$ cat src/inc/wbps_pkg.sv
// package of constants for the wlan/bt power enable sequencer
// ==================================================================
// Overview of operation
// [RULE1] regulators on when either enable high
// [RULE2] regulators off when both enables low
// [RULE3] wlan section reset follows wlan enable
// [RULE4] bt section reset while bt enable low
// [RULE5] receiver shares bt reset; host enables bt
// [RULE6] power-on reset released within 110 ms
// [RULE7] host waits 150 ms before bus access
// [RULE8] host waits 10 ms after both low
// [RULE9] all host delays are minimums only
package wbps_pkg;
    localparam int unsigned CLK_HZ = 125_000_000;
    localparam int unsigned POR_MAX_MS = 110;
    localparam int unsigned BUS_WAIT_MS = 150;
    localparam int unsigned OFF_WAIT_MS = 10;
    // all three times use the same division, CLK_HZ / 1000 = 125000 cycles per ms exactly, so none rounds
    localparam int unsigned POR_CYC = (CLK_HZ / 1000) * POR_MAX_MS;
    localparam int unsigned BUS_CYC = (CLK_HZ / 1000) * BUS_WAIT_MS;
    localparam int unsigned OFF_CYC = (CLK_HZ / 1000) * OFF_WAIT_MS;
    localparam int unsigned CNT_W = 32;
    typedef enum logic [3:0] {
        WBPS_ST_OFF = 4'b0001,
        WBPS_ST_POR = 4'b0010,
        WBPS_ST_RUN = 4'b0100,
        WBPS_ST_DIS = 4'b1000
    } wbps_state_t;
endpackage

$ cat src/inc/wbps_if.sv
// interface joining host and device power enables
`timescale 1ns/1ps
interface wbps_if;
    logic wlan_power_enable;
    logic bt_power_enable;
    logic core_supply;
    logic io_supply;
    modport host (output wlan_power_enable, output bt_power_enable,
        input core_supply, input io_supply);
    modport device (input wlan_power_enable, input bt_power_enable,
        output core_supply, output io_supply);
endinterface

$ cat src/rtl/wbps_device.sv
// device end: regulator enable, power-on reset and section resets
`timescale 1ns/1ps
module wbps_device #(
    parameter int unsigned POR_CYC = wbps_pkg::POR_CYC
) (
    input wire logic core_clk,
    input wire logic sys_rst,
    wbps_if.device link,
    output logic regulator_on,
    output logic por_active,
    output logic wlan_reset,
    output logic bt_reset,
    output logic rx_reset
);

    // ==============================================================
    // section and supply indices
    localparam int unsigned NUM_SECT = 2;
    localparam int unsigned SECT_WL = 0;
    localparam int unsigned SECT_BT = 1;

    localparam int unsigned NUM_SUP = 2;
    localparam int unsigned SUP_CORE = 0;
    localparam int unsigned SUP_IO = 1;

    // ==============================================================
    // power state
    wbps_pkg::wbps_state_t st_ff;
    wbps_pkg::wbps_state_t nxt_st;

    // ==============================================================
    // regulator and supplies
    logic reg_on_ff;
    logic nxt_reg_on;
    logic [NUM_SUP-1:0] sup_ff;

    // ==============================================================
    // power-on reset
    logic por_ff;
    logic nxt_por;
    logic [wbps_pkg::CNT_W-1:0] por_cnt_ff;
    logic [wbps_pkg::CNT_W-1:0] nxt_por_cnt;
    logic [wbps_pkg::CNT_W-1:0] por_last;
    logic por_done;

    // ==============================================================
    // section resets
    logic [NUM_SECT-1:0] sect_en;
    logic [NUM_SECT-1:0] sect_rst_ff;
    logic [NUM_SECT-1:0] nxt_sect_rst;
    logic rx_rst_ff;
    logic in_reset;

    // ==============================================================
    // enable decode
    logic wl_en;
    logic bt_en;
    logic any_en;
    logic st_por;
    logic go_up;
    logic go_down;
    logic por_end;

    assign wl_en = link.wlan_power_enable;
    assign bt_en = link.bt_power_enable;
    assign any_en = wl_en | bt_en; // [RULE1] [RULE2]
    assign st_por = (st_ff == wbps_pkg::WBPS_ST_POR);

    assign go_up = any_en; // [RULE1]
    assign go_down = ~any_en; // [RULE2]
    assign por_end = por_done & any_en; // [RULE6]

    // ==============================================================
    // power state machine
    always_comb begin
        nxt_st = st_ff;

        case (st_ff)
            wbps_pkg::WBPS_ST_OFF: begin
                if (go_up) begin
                    nxt_st = wbps_pkg::WBPS_ST_POR; // [RULE1]
                end
            end

            wbps_pkg::WBPS_ST_POR: begin
                if (go_down) begin
                    nxt_st = wbps_pkg::WBPS_ST_DIS; // [RULE2]
                end else if (por_end) begin
                    nxt_st = wbps_pkg::WBPS_ST_RUN; // [RULE6]
                end
            end

            wbps_pkg::WBPS_ST_RUN: begin
                if (go_down) begin
                    nxt_st = wbps_pkg::WBPS_ST_DIS; // [RULE2]
                end
            end

            wbps_pkg::WBPS_ST_DIS: begin
                if (go_up) begin
                    nxt_st = wbps_pkg::WBPS_ST_POR; // [RULE1]
                end else begin
                    nxt_st = wbps_pkg::WBPS_ST_OFF;
                end
            end

            default: begin
                nxt_st = wbps_pkg::WBPS_ST_OFF;
            end
        endcase
    end

    always_ff @(posedge core_clk) begin
        if (sys_rst) begin
            st_ff <= wbps_pkg::WBPS_ST_OFF;
        end else begin
            st_ff <= nxt_st;
        end
    end

    // ==============================================================
    // regulator: on while either enable is high
    assign nxt_reg_on = any_en; // [RULE1] [RULE2]

    always_ff @(posedge core_clk) begin
        if (sys_rst) begin
            reg_on_ff <= 1'b0;
        end else begin
            reg_on_ff <= nxt_reg_on; // [RULE1] [RULE2]
        end
    end

    // ==============================================================
    // supplies: one flop each, both loaded from nxt_reg_on alongside the regulator flop
    for (genvar s = 0; s < NUM_SUP; s++) begin : g_sup
        always_ff @(posedge core_clk) begin
            if (sys_rst) begin
                sup_ff[s] <= 1'b0;
            end else begin
                sup_ff[s] <= nxt_reg_on;
            end
        end
    end

    // ==============================================================
    // power-on reset: counter restarts on every power-up
    assign por_last = POR_CYC[wbps_pkg::CNT_W-1:0] - 1'b1;
    assign por_done = (por_cnt_ff >= por_last);

    assign nxt_por_cnt = !st_por ? '0 : (por_done ? por_cnt_ff : por_cnt_ff + 1'b1);
    assign nxt_por = (nxt_st != wbps_pkg::WBPS_ST_RUN); // [RULE6]

    always_ff @(posedge core_clk) begin
        if (sys_rst) begin
            por_cnt_ff <= '0;
        end else begin
            por_cnt_ff <= nxt_por_cnt;
        end
    end

    always_ff @(posedge core_clk) begin
        if (sys_rst) begin
            por_ff <= 1'b1;
        end else begin
            por_ff <= nxt_por; // [RULE6]
        end
    end

    // ==============================================================
    // section resets: held in power-on reset or while own enable low
    assign in_reset = por_ff | ~reg_on_ff;

    assign sect_en[SECT_WL] = wl_en;
    assign sect_en[SECT_BT] = bt_en;

    for (genvar g = 0; g < NUM_SECT; g++) begin : g_sect
        assign nxt_sect_rst[g] = in_reset | ~sect_en[g]; // [RULE3] [RULE4]

        always_ff @(posedge core_clk) begin
            if (sys_rst) begin
                sect_rst_ff[g] <= 1'b1;
            end else begin
                sect_rst_ff[g] <= nxt_sect_rst[g]; // [RULE3] [RULE4]
            end
        end
    end

    // ==============================================================
    // receiver reset, same control as the bt section
    always_ff @(posedge core_clk) begin
        if (sys_rst) begin
            rx_rst_ff <= 1'b1;
        end else begin
            rx_rst_ff <= nxt_sect_rst[SECT_BT]; // [RULE5]
        end
    end

    // ==============================================================
    // outputs, all straight from flops
    assign link.core_supply = sup_ff[SUP_CORE];
    assign link.io_supply = sup_ff[SUP_IO];

    assign regulator_on = reg_on_ff;
    assign por_active = por_ff;
    assign wlan_reset = sect_rst_ff[SECT_WL]; // [RULE3]
    assign bt_reset = sect_rst_ff[SECT_BT]; // [RULE4]
    assign rx_reset = rx_rst_ff; // [RULE5]
endmodule

$ cat src/flat_wrapper.sv
// flat-port wrapper written by rule: the top's interface ports become plain ports
module wbps_device_flat 
#(
    parameter int unsigned POR_CYC = wbps_pkg::POR_CYC
)
  (core_clk, sys_rst, regulator_on, por_active, wlan_reset, bt_reset, rx_reset, link_wlan_power_enable, link_bt_power_enable, link_core_supply, link_io_supply);
  wbps_if link_i ();
  input wire logic core_clk;
  input wire logic sys_rst;
  output logic regulator_on;
  output logic por_active;
  output logic wlan_reset;
  output logic bt_reset;
  output logic rx_reset;
  input wire logic [$bits(link_i.wlan_power_enable)-1:0] link_wlan_power_enable;
  input wire logic [$bits(link_i.bt_power_enable)-1:0] link_bt_power_enable;
  output wire logic [$bits(link_i.core_supply)-1:0] link_core_supply;
  output wire logic [$bits(link_i.io_supply)-1:0] link_io_supply;
  assign link_i.wlan_power_enable = link_wlan_power_enable;
  assign link_i.bt_power_enable = link_bt_power_enable;
  assign link_core_supply = link_i.core_supply;
  assign link_io_supply = link_i.io_supply;
  wbps_device #(.POR_CYC(POR_CYC)) u_core (.core_clk(core_clk), .sys_rst(sys_rst), .link(link_i), .regulator_on(regulator_on), .por_active(por_active), .wlan_reset(wlan_reset), .bt_reset(bt_reset), .rx_reset(rx_reset));
endmodule
$ cat config.mk
export PLATFORM = sky130hd
export DESIGN_NAME = wbps_device_flat
export DESIGN_NICKNAME = d
export VERILOG_FILES = /design/src/inc/wbps_pkg.sv /design/src/inc/wbps_if.sv /design/src/rtl/wbps_device.sv /design/src/flat_wrapper.sv
export SDC_FILE = /design/constraint.sdc
export NUM_CORES = 1
export LEC_CHECK = 0
export ABC_AREA = 0
export BUFFER_PORTS_ARGS = -buffer_cell sky130_fd_sc_hd__buf_4
export CAP_MARGIN = 20
export CORE_MARGIN = 2
export CORE_UTILIZATION = 59
export DETAILED_ROUTE_END_ITERATION = 16
export GPL_ROUTABILITY_DRIVEN = 0
export PLACE_DENSITY = 0.78
export SLEW_MARGIN = 20
export SYNTH_ARGS = -nofsm -noshare
export SYNTH_HDL_FRONTEND = slang
export SYNTH_SLANG_ARGS = --single-unit
$ cat constraint.sdc
create_clock -name core_clk -period 2.7 [get_ports core_clk]
set_input_delay 0.135 -clock core_clk [delete_from_list [all_inputs] [get_ports core_clk]]
set_output_delay 0.135 -clock core_clk [all_outputs]
set_load 0.02 [all_outputs]
## After elaboration in Yosys (flattened, before gate mapping)

Index checks and enable logic that the tools add are counted.

- Add/sub/neg operators: 1
- Magnitude comparators: 1
- Equal/unequal tests: 5
- Multiplexer cells: 6
- Bitwise operators: 9
- Reduce and logical (&&, ||, !) cells: 1

Operators by type and width:

| cell | count |
|---|---|
| adder 32 x 1 -> 32 bit, second input constant | 1 |
| >= comparator 32 x 24 -> 1 bit, second input constant | 1 |
| two-way mux 4 bit | 4 |
| one-hot mux 4 bit (4 select lines) | 1 |
| equality test 4 x 1 -> 1 bit, second input constant | 1 |
| equality test 4 x 2 -> 1 bit, second input constant | 1 |
| equality test 4 x 3 -> 1 bit, second input constant | 1 |
| equality test 4 bit, second input constant | 1 |
| != test 4 x 3 -> 1 bit, second input constant | 1 |
| inverter 1 bit | 4 |
| bitwise OR 1 bit | 4 |
| two-way mux 2 bit | 1 |
| OR reduction 2 bit | 1 |
| bitwise AND 1 bit | 1 |

- Register bits: 40
- Input bits: 4
- Output and inout port bits: 7
- Logic and storage cells: 29

## Longest topological paths before layout

Gate-level depths: netlist of run 1.

- Word-level depth: 6
- Depth in mapped cells: 7
- Mapped depth without buffers: 7

## Worst setup path before layout of run 1

No wires, ideal clock.

- Kind: flip-flop to flip-flop
- Start: register u_core.por_cnt_ff[0] (netlist bit)
- End: register u_core.por_cnt_ff[6] (netlist bit)
- Setup time: 0.070 ns
- Arrival time: 1.848 ns
- Data required time: 2.630 ns
- Setup slack: 0.782 ns
- Cell stages (with the launch flop): 8
- Path buffers: 1
- Clock period less this slack: 1.918 ns
- Cells stage by stage: dfxtp_1 -> ha_1 -> a31oi_1 -> nor3_1 -> o41a_1 -> buf_2 -> or4_1 -> a21oi_1

- Word-level cells in the longest chain between the ends: 1
- Elaborated cells between the ends (all ways): 2
- Those cells by class: add/sub (1); order compare (1)

Ends and longest elaborated chain:

| item | line | text |
|---|---|---|
| start: declaration | wbps_device.sv:41 | `logic [wbps_pkg::CNT_W-1:0] por_cnt_ff;` |
| start signal: assignment | wbps_device.sv:157 | `por_cnt_ff <= nxt_por_cnt;` |
| adder 32 x 1 -> 32 bit or >= comparator 32 x 24 -> 1 bit (tied branches) | wbps_device.sv:150, wbps_device.sv:148 |  |

Several ways; a longest one is shown, not always the timed one.
A chain may end at the register's enable or synchronous reset.

## Final worst setup path of run 1

Same ends and word-level chain as after synthesis.

==> metrics.md, run 1 <==
| Metric | Value |
|---|---|
| Status | complete, no violations |
| Clock Latency Late Sink | 0.36 ns |
| Die Height | 60.0 um |
| Area contributors post-synth | dfxtp_1, a21oi_1, nand2_1 |
| Iteration-0 DRC Markers | 67 |
| Skew final | 0.00933 ns |
| HP Class | in -> reg |
| IO Port Bufs | 10 |
| Starting Density | 61.0% |
| Period utilization | 85.4% |
| Lkg Pwr | about 0.74 nW |
| Setup Fix Bufs, Post-CTS | 0 |
| GRT Total Usage | 22.9% |
| Pre-Repair DR Iteration Count | 4 |
| Pwr Density | approximately 520 nW/um^2 |
| Clock root cell | clkbuf_4 |
| Leading area contributor after synthesis | dfxtp_1 |
| First-pass GRT wire length | 6.11 mm |
| Actual slew at the worst max-slew pin | 0.894 ns |
| Relative slew margins | just over 40% |
| Worst Setup EP | u_core.por_cnt_ff[6] |
| Vias in the first global route | 1,431 |
| Top-area cell type share of the netlist area | 43.3% |
| Crit. End Element | flip-flop |
| Max Buffers Root-to-Sink | 2 |
| Initial antenna violation count | 0 |
| Worst reg2reg path startpoint | u_core.por_cnt_ff[0] |
| Top_reg_cell synth | dfxtp_1 |
| Seq/Total Area, Yosys | 43.3% |
| Fin nets | 228 |
| Minimum clock period | 2.30 ns |
| VDD IR-drop max | 0.363 mV |
| Vias post-DR | 1,593 |
| Largest net degree at the start of global routing | 31 |
| Number of synthesized flops with an enable pin | 0 |
| Crit path required time | 2.99 ns |
| R2R setup slack | 0.40 ns |
| Pre-CTS WS | 0.425 ns |
| Count of cell types in the netlist | 45 |
| Routed len/inst | 13.7 um |
| Antenna Nets Post-Route | 0 |
| Total power | 1.05 mW |
| Worst-path clk slew | 0.12 ns |
| Final setup violation count | 0 |
| Inserted Clock Buffers | 5 |
| Crit path max fanout | 30 |
| RSZ-0062 raised after global routing | no |
| Final hold vios | 0 |
| Finished Core Util | 66.9% |
| Cells after Synth | 215 |
| Share of cells above drive strength 1 | 11.2% |
| Fmax | 434 MHz |
| Startpoint types | flip-flop |
| Max-Cap Viols | 0 |
| Worst Path Arrival | 2.60 ns |
| Finished Layout Cells | 268 |
| PostCTS Resize Cnt | 0 |
| Dpl cell area | 1930 um^2 |
| CORE AREA | 3030 um^2 |
| Yosys warning count | 0 |
| Avg Inst Size Synth | 8.60 um^2 |
| Syn-to-layout area delta | 9.68% |
| DR vias/cell | 5.94 |
| Io pins | 11 |
| Die W | 60.0 um |
| Fin worst setup slack | 0.395 ns |
| GRT overflow | 0 |
| Inst Count DP | 258 |
| TritonCTS clock tree | done |
| Die Area | ~3600 um^2 |
| DR DRC count | 0 |
| FF+latch count, synth | 40 |
| Pins Over Slew Limit | 0 |
| Worst R2R Path Depth | 6 |
| Final Hold Slack | approximately 0.029 ns |
| Diode count | 0 |
| HPWL after detailed placement | ~2.5 mm |
| H-tree depth | 2 |
| Syn Nets | 220 |
| Setup TNS | 0 ns |
| Syn Std Cell Area | approximately 1800 um^2 |
| Clock sinks | 40 |
| Final instance area | 2030 um^2 |
| Worst R2R End | u_core.por_cnt_ff[6] |
| Row cnt | 20 |
| Worst setup path startpoint | u_core.por_cnt_ff[0] |
| Final wirelength | 3.68 mm |
| Crit path kind | reg -> reg |
| Synth async-reset ratio | 0% |
-- placed cells by master (no fill, tap or decap), types with 2 or more instances in the layout --
cell type,Yosys,routed
nand2b_1,2,2
dfxtp_1,40,40
o211ai_1,3,3
o21ai_1,11,11
or2_1,2,2
clkbuf_4,0,5
nor2_1,17,17
o31ai_1,3,3
nand3_1,6,6
buf_4,3,13
and2_1,9,9
and4_1,4,4
and3_1,9,9
nand4_1,5,5
inv_1,2,2
or4_1,6,6
a31oi_1,3,3
a21oi_1,18,18
nand2_1,21,21
nor4_1,4,4
dlygate4sd3_1,0,2
a31o_1,4,4
or3_1,11,11
-- routing by layer --
metal,wire [um],part of all wire (%),GRT usage [%]
met1,1690,46,27.5
met2,1780,48,37.6
met3,141,3.8,6.71
met4,62,1.7,10.2
met5,0,0,0
-- critical path: stages (launching register included) --
cell and delay [ns]:
dfxtp_1 0.37, ha_1 0.26, a31oi_1 0.18, nor3_1 0.07, o41a_1 0.63, or4_1 0.59
a21oi_1 0.15
-- power breakdown --
part           internal [mW]  switching, mW  leakage (nW)
clock network          0.193          0.205        0.0412
logic                 0.0213         0.0271         0.374
registers              0.596        0.00954         0.323
total                  0.810          0.242         0.738
-- area by class of cell --
type                       count  area [um^2]
fill                         257         1000
multi-input combinational    159          966
sequential                    40          801
timing repair buffer          15          118
tap                           44         55.1
clock inverter                 3         42.5
clock buffer                   5         37.5
inverter                       2         7.51
-- sequential cells by signal, indices dropped and copies added, names as in the netlist --
signal / cells
u_core.bt_reset: 1
u_core.st_ff: 4
u_core.por_cnt_ff: 32
u_core.link.core_supply: 1
u_core.wlan_reset: 1
u_core.por_active: 1
-- kinds of logic after synthesis --
logic type | share of synthesized area (%)
XOR/XNOR | 0.474
flip-flops | 43.3
adder cells (fa/ha/maj) | 0.677
multiplexers | 0.542
AND/OR/NAND/NOR | 32.8
AO/OA/AOI/OAI | 17.8
buffers and inverters | 4.40
-- worst min path at each step --
| stage | end | slack (ns) | start | cells past startpoint |
|---|---|---|---|---|
| after global routing | u_core.wlan_reset | 0.03 | sys_rst | 3 |
| final | u_core.wlan_reset | 0.03 | sys_rst | 3 |
| after detailed placement | u_core.wlan_reset | 0.31 | link_wlan_power_enable | 2 |
| after global placement | u_core.wlan_reset | 0.31 | link_wlan_power_enable | 2 |
| after floorplan | u_core.bt_reset | 0.20 | link_bt_power_enable | 1 |
| after CTS | u_core.wlan_reset | 0.02 | sys_rst | 3 |
-- cell usage after synthesis, types with 2 or more instances --
| master | n |
|---|---|
| o21ai_1 | 11 |
| dfxtp_1 | 40 |
| nor4_1 | 4 |
| a31oi_1 | 3 |
| nand3_1 | 6 |
| nand2b_1 | 2 |
| and2_1 | 9 |
| nor2_1 | 17 |
| or2_1 | 2 |
| buf_4 | 3 |
| and4_1 | 4 |
| inv_1 | 2 |
| nand2_1 | 21 |
| or3_1 | 11 |
| a21oi_1 | 18 |
| o31ai_1 | 3 |
| o211ai_1 | 3 |
| buf_2 | 2 |
| or4_1 | 6 |
| a31o_1 | 4 |
| and3_1 | 9 |
| clkbuf_1 | 8 |
| nand4_1 | 5 |
-- what timing repair did --
item                                    CTS  global route
hold buffers                              2             0
endpoints found under the setup margin    0             0
hold endpoints to repair                  2             0
Power figures use the tool's default switching activity.
==> run 2, diff against run 1 <==
--- a/config.mk
+++ b/config.mk
@@ -8,7 +8,7 @@
 export ABC_AREA = 0
 export BUFFER_PORTS_ARGS = -buffer_cell sky130_fd_sc_hd__buf_4
 export CAP_MARGIN = 20
-export CORE_MARGIN = 2
+export CORE_MARGIN = 5
 export CORE_UTILIZATION = 59
 export DETAILED_ROUTE_END_ITERATION = 16
 export GPL_ROUTABILITY_DRIVEN = 0
==> run 2 against run 1 <==
- cell area decreased by 0.68%
- global-route usage fell by 3.5 points
- die area rose by 21%
- combinational power hardly changed
- sequential share of layout area rose by 0.27 points
- count of clock-buffer cells in the layout increased by 1
- routed wire length shrank 0.76%
- critical endpoint is now u_core.por_cnt_ff[3]
- power fell by 6.3%
- first-iteration DRC count up 73%
==> metrics.md, run 2 (synthesis gave the netlist of run 1 again) <==
| Metric | Value |
|---|---|
| Status | complete, no violations (unchanged) |
| TritonCTS clock tree | done (unchanged) |
| Die W | 66.0 um (was 60.0 um) |
| Fin worst setup slack | 0.354 ns (was 0.395 ns) |
| Final hold vios | 0 (unchanged) |
| DR vias/cell | 5.90 (was 5.94) |
| DR DRC count | 0 (unchanged) |
| Critical path cell sequence | ha_1, a31oi_1, nor3_1, o41a_1, or4_1, a21oi_1 (unchanged) |
| Hold endpoint | u_core.bt_reset (was u_core.wlan_reset) |
| Max-Cap Viols | 0 (unchanged) |
| Syn-to-layout area delta | 8.94% (was 9.68%) |
| Die Height | 66.0 um (was 60.0 um) |
| PostCTS Resize Cnt | 0 (unchanged) |
| CORE AREA | 3030 um^2 (unchanged) |
| Dpl cell area | 1930 um^2 (unchanged) |
| Share of cells above drive strength 1 | 11.2% (unchanged) |
| HP Class | in -> reg (unchanged) |
| H-tree depth | 2 (unchanged) |
| Clock Latency Late Sink | 0.36 ns (about the same) |
| Worst R2R End | u_core.por_cnt_ff[3] (was u_core.por_cnt_ff[6]) |
| Pins Over Slew Limit | 0 (unchanged) |
| Most frequent cells in the layout | dfxtp_1, nand2_1, a21oi_1 (unchanged) |
| Crit. End Element | flip-flop (unchanged) |
| Worst R2R Path Depth | 6 (unchanged) |
| Routed len/inst | 13.6 um (was 13.7 um) |
| GRT overflow | 0 (unchanged) |
| RSZ-0062 raised after global routing | no (unchanged) |
| GRT Total Usage | 19.3% (was 22.9%) |
| Largest net degree at the start of global routing | 31 (unchanged) |
| R2R setup slack | 0.35 ns (was 0.40 ns) |
| Inserted Clock Buffers | 5 (unchanged) |
| IO Port Bufs | 10 (unchanged) |
| Diode count | 0 (unchanged) |
| Period utilization | 86.9% (was 85.4%) |
| Biggest register | u_core.por_cnt_ff (unchanged) |
| Setup TNS | 0 ns (unchanged) |
| Clock sinks | 40 (unchanged) |
| VDD IR-drop max | 0.347 mV (was 0.363 mV) |
| Final wirelength | 3.65 mm (was 3.68 mm) |
| Fmax | 426 MHz (was 434 MHz) |
| Fin nets | 228 (unchanged) |
| Crit path required time | 2.99 ns (about the same) |
| Vias in the first global route | 1,471 (was 1,431) |
| Max Buffers Root-to-Sink | 2 (unchanged) |
| Worst Path Arrival | 2.64 ns (was 2.60 ns) |
| Cell with the largest stage delay on the worst path | o41a_1 (unchanged) |
| Crit path max fanout | 30 (unchanged) |
| Starting Density | 61.0% (unchanged) |
| Max reg flops | 32 (unchanged) |
| Total power | 0.986 mW (was 1.05 mW) |
| Actual slew at the worst max-slew pin | 0.941 ns (was 0.894 ns) |
| Final instance area | 2010 um^2 (was 2030 um^2) |
| Pre-CTS WS | 0.419 ns (was 0.425 ns) |
| Worst reg2reg path startpoint | u_core.por_cnt_ff[0] (unchanged) |
| Crit path kind | reg -> reg (unchanged) |
| Hold path startpoint | sys_rst (unchanged) |
| Crit-path max cell delay | 0.65 ns (was 0.63 ns) |
| Lkg Pwr | 0.727 nW (was 0.738 nW) |
| HPWL after detailed placement | 2.54 mm (about the same) |
| Worst-path clk slew | 0.11 ns (was 0.12 ns) |
| Final setup violation count | 0 (unchanged) |
| Antenna Nets Post-Route | 0 (unchanged) |
| Final Hold Slack | 0.0296 ns (was 0.0290 ns) |
| Clock root cell | clkbuf_4 (unchanged) |
| Pwr Density | 490 nW/um^2 (was 519 nW/um^2) |
| Biggest regs | u_core.por_cnt_ff (32), u_core.st_ff (4) (unchanged) |
| First-pass GRT wire length | 6.48 mm (was 6.11 mm) |
| Pre-Repair DR Iteration Count | 4 (unchanged) |
| Skew final | 0.00897 ns (was 0.00933 ns) |
| Startpoint types | flip-flop (unchanged) |
| Io pins | 11 (unchanged) |
| Relative slew margins | 37.3% (was 40.4%) |
| Vias post-DR | 1,581 (was 1,593) |
| Initial antenna violation count | 0 (unchanged) |
| Minimum clock period | 2.35 ns (was 2.30 ns) |
| Iteration-0 DRC Markers | 116 (was 67) |
| Row cnt | 20 (unchanged) |
| Hold Path Depth | 3 (unchanged) |
| Die Area | 4350 um^2 (was 3600 um^2) |
| Commonest non-fill, non-tap cell in the layout | dfxtp_1 (unchanged) |
run 2: repair_timing:
action | 4_1_cts | 5_1_grt
hold buffers | 2 | 0
setup buffers | 0 | 0
hold endpoints to repair | 2 | 0
run 2: final cells by class:
class / count / area [um^2]
sequential: 40 / 801
clock buffer: 6 / 51.3
fill: 252 / 1010
timing repair buffer: 15 / 118
tap: 44 / 55.1
multi-input combinational: 159 / 966
inverter: 2 / 7.51
clock inverter: 2 / 15.0
run 2: power breakdown:
part | switching, mW | total (mW) | internal [mW]
clock network | 0.206 | 0.332 | 0.126
logic | 0.0271 | 0.0484 | 0.0213
registers | 0.00975 | 0.605 | 0.596
total | 0.243 | 0.986 | 0.743
run 2: stage by stage:
step,utilization [%],cells
4_1_cts,66.5,268
3_5_place_dp,63.6,258
2_1_floorplan,-,215
6_report,66.5,268
3_3_place_gp,63.6,258
5_1_grt,66.5,268
run 2: worst max-delay path by stage:
stage                               startpoint                    to  slack, ns  depth (start not counted)
after floorplan           u_core.por_cnt_ff[0]  u_core.por_cnt_ff[6]       0.78                          7
after global placement    u_core.por_cnt_ff[0]  u_core.por_cnt_ff[3]       0.50                          6
after detailed placement  u_core.por_cnt_ff[0]  u_core.por_cnt_ff[6]       0.42                          6
after CTS                 u_core.por_cnt_ff[0]  u_core.por_cnt_ff[6]       0.39                          6
after global routing      u_core.por_cnt_ff[0]  u_core.por_cnt_ff[6]       0.14                          6
final                     u_core.por_cnt_ff[0]  u_core.por_cnt_ff[3]       0.35                          6
run 2: critical path: cells and delay by family, from the launching register on:
family	cells	cell delay, ns
flip-flops	1	0.37
adder cells (fa/ha/maj)	1	0.27
AND/OR/NAND/NOR	2	0.67
AO/OA/AOI/OAI	3	0.97
run 2: metal layers:
metal | up-vias | part of all wire (%) | routed length (um) | global-route usage [%]
li1 | 815 | - | - | -
met1 | 731 | 47 | 1700 | 24.7
met2 | 30 | 47 | 1730 | 29.8
met3 | 5 | 4.3 | 158 | 5.78
met4 | 0 | 1.7 | 63 | 9.14
met5 | - | 0 | 0 | 0
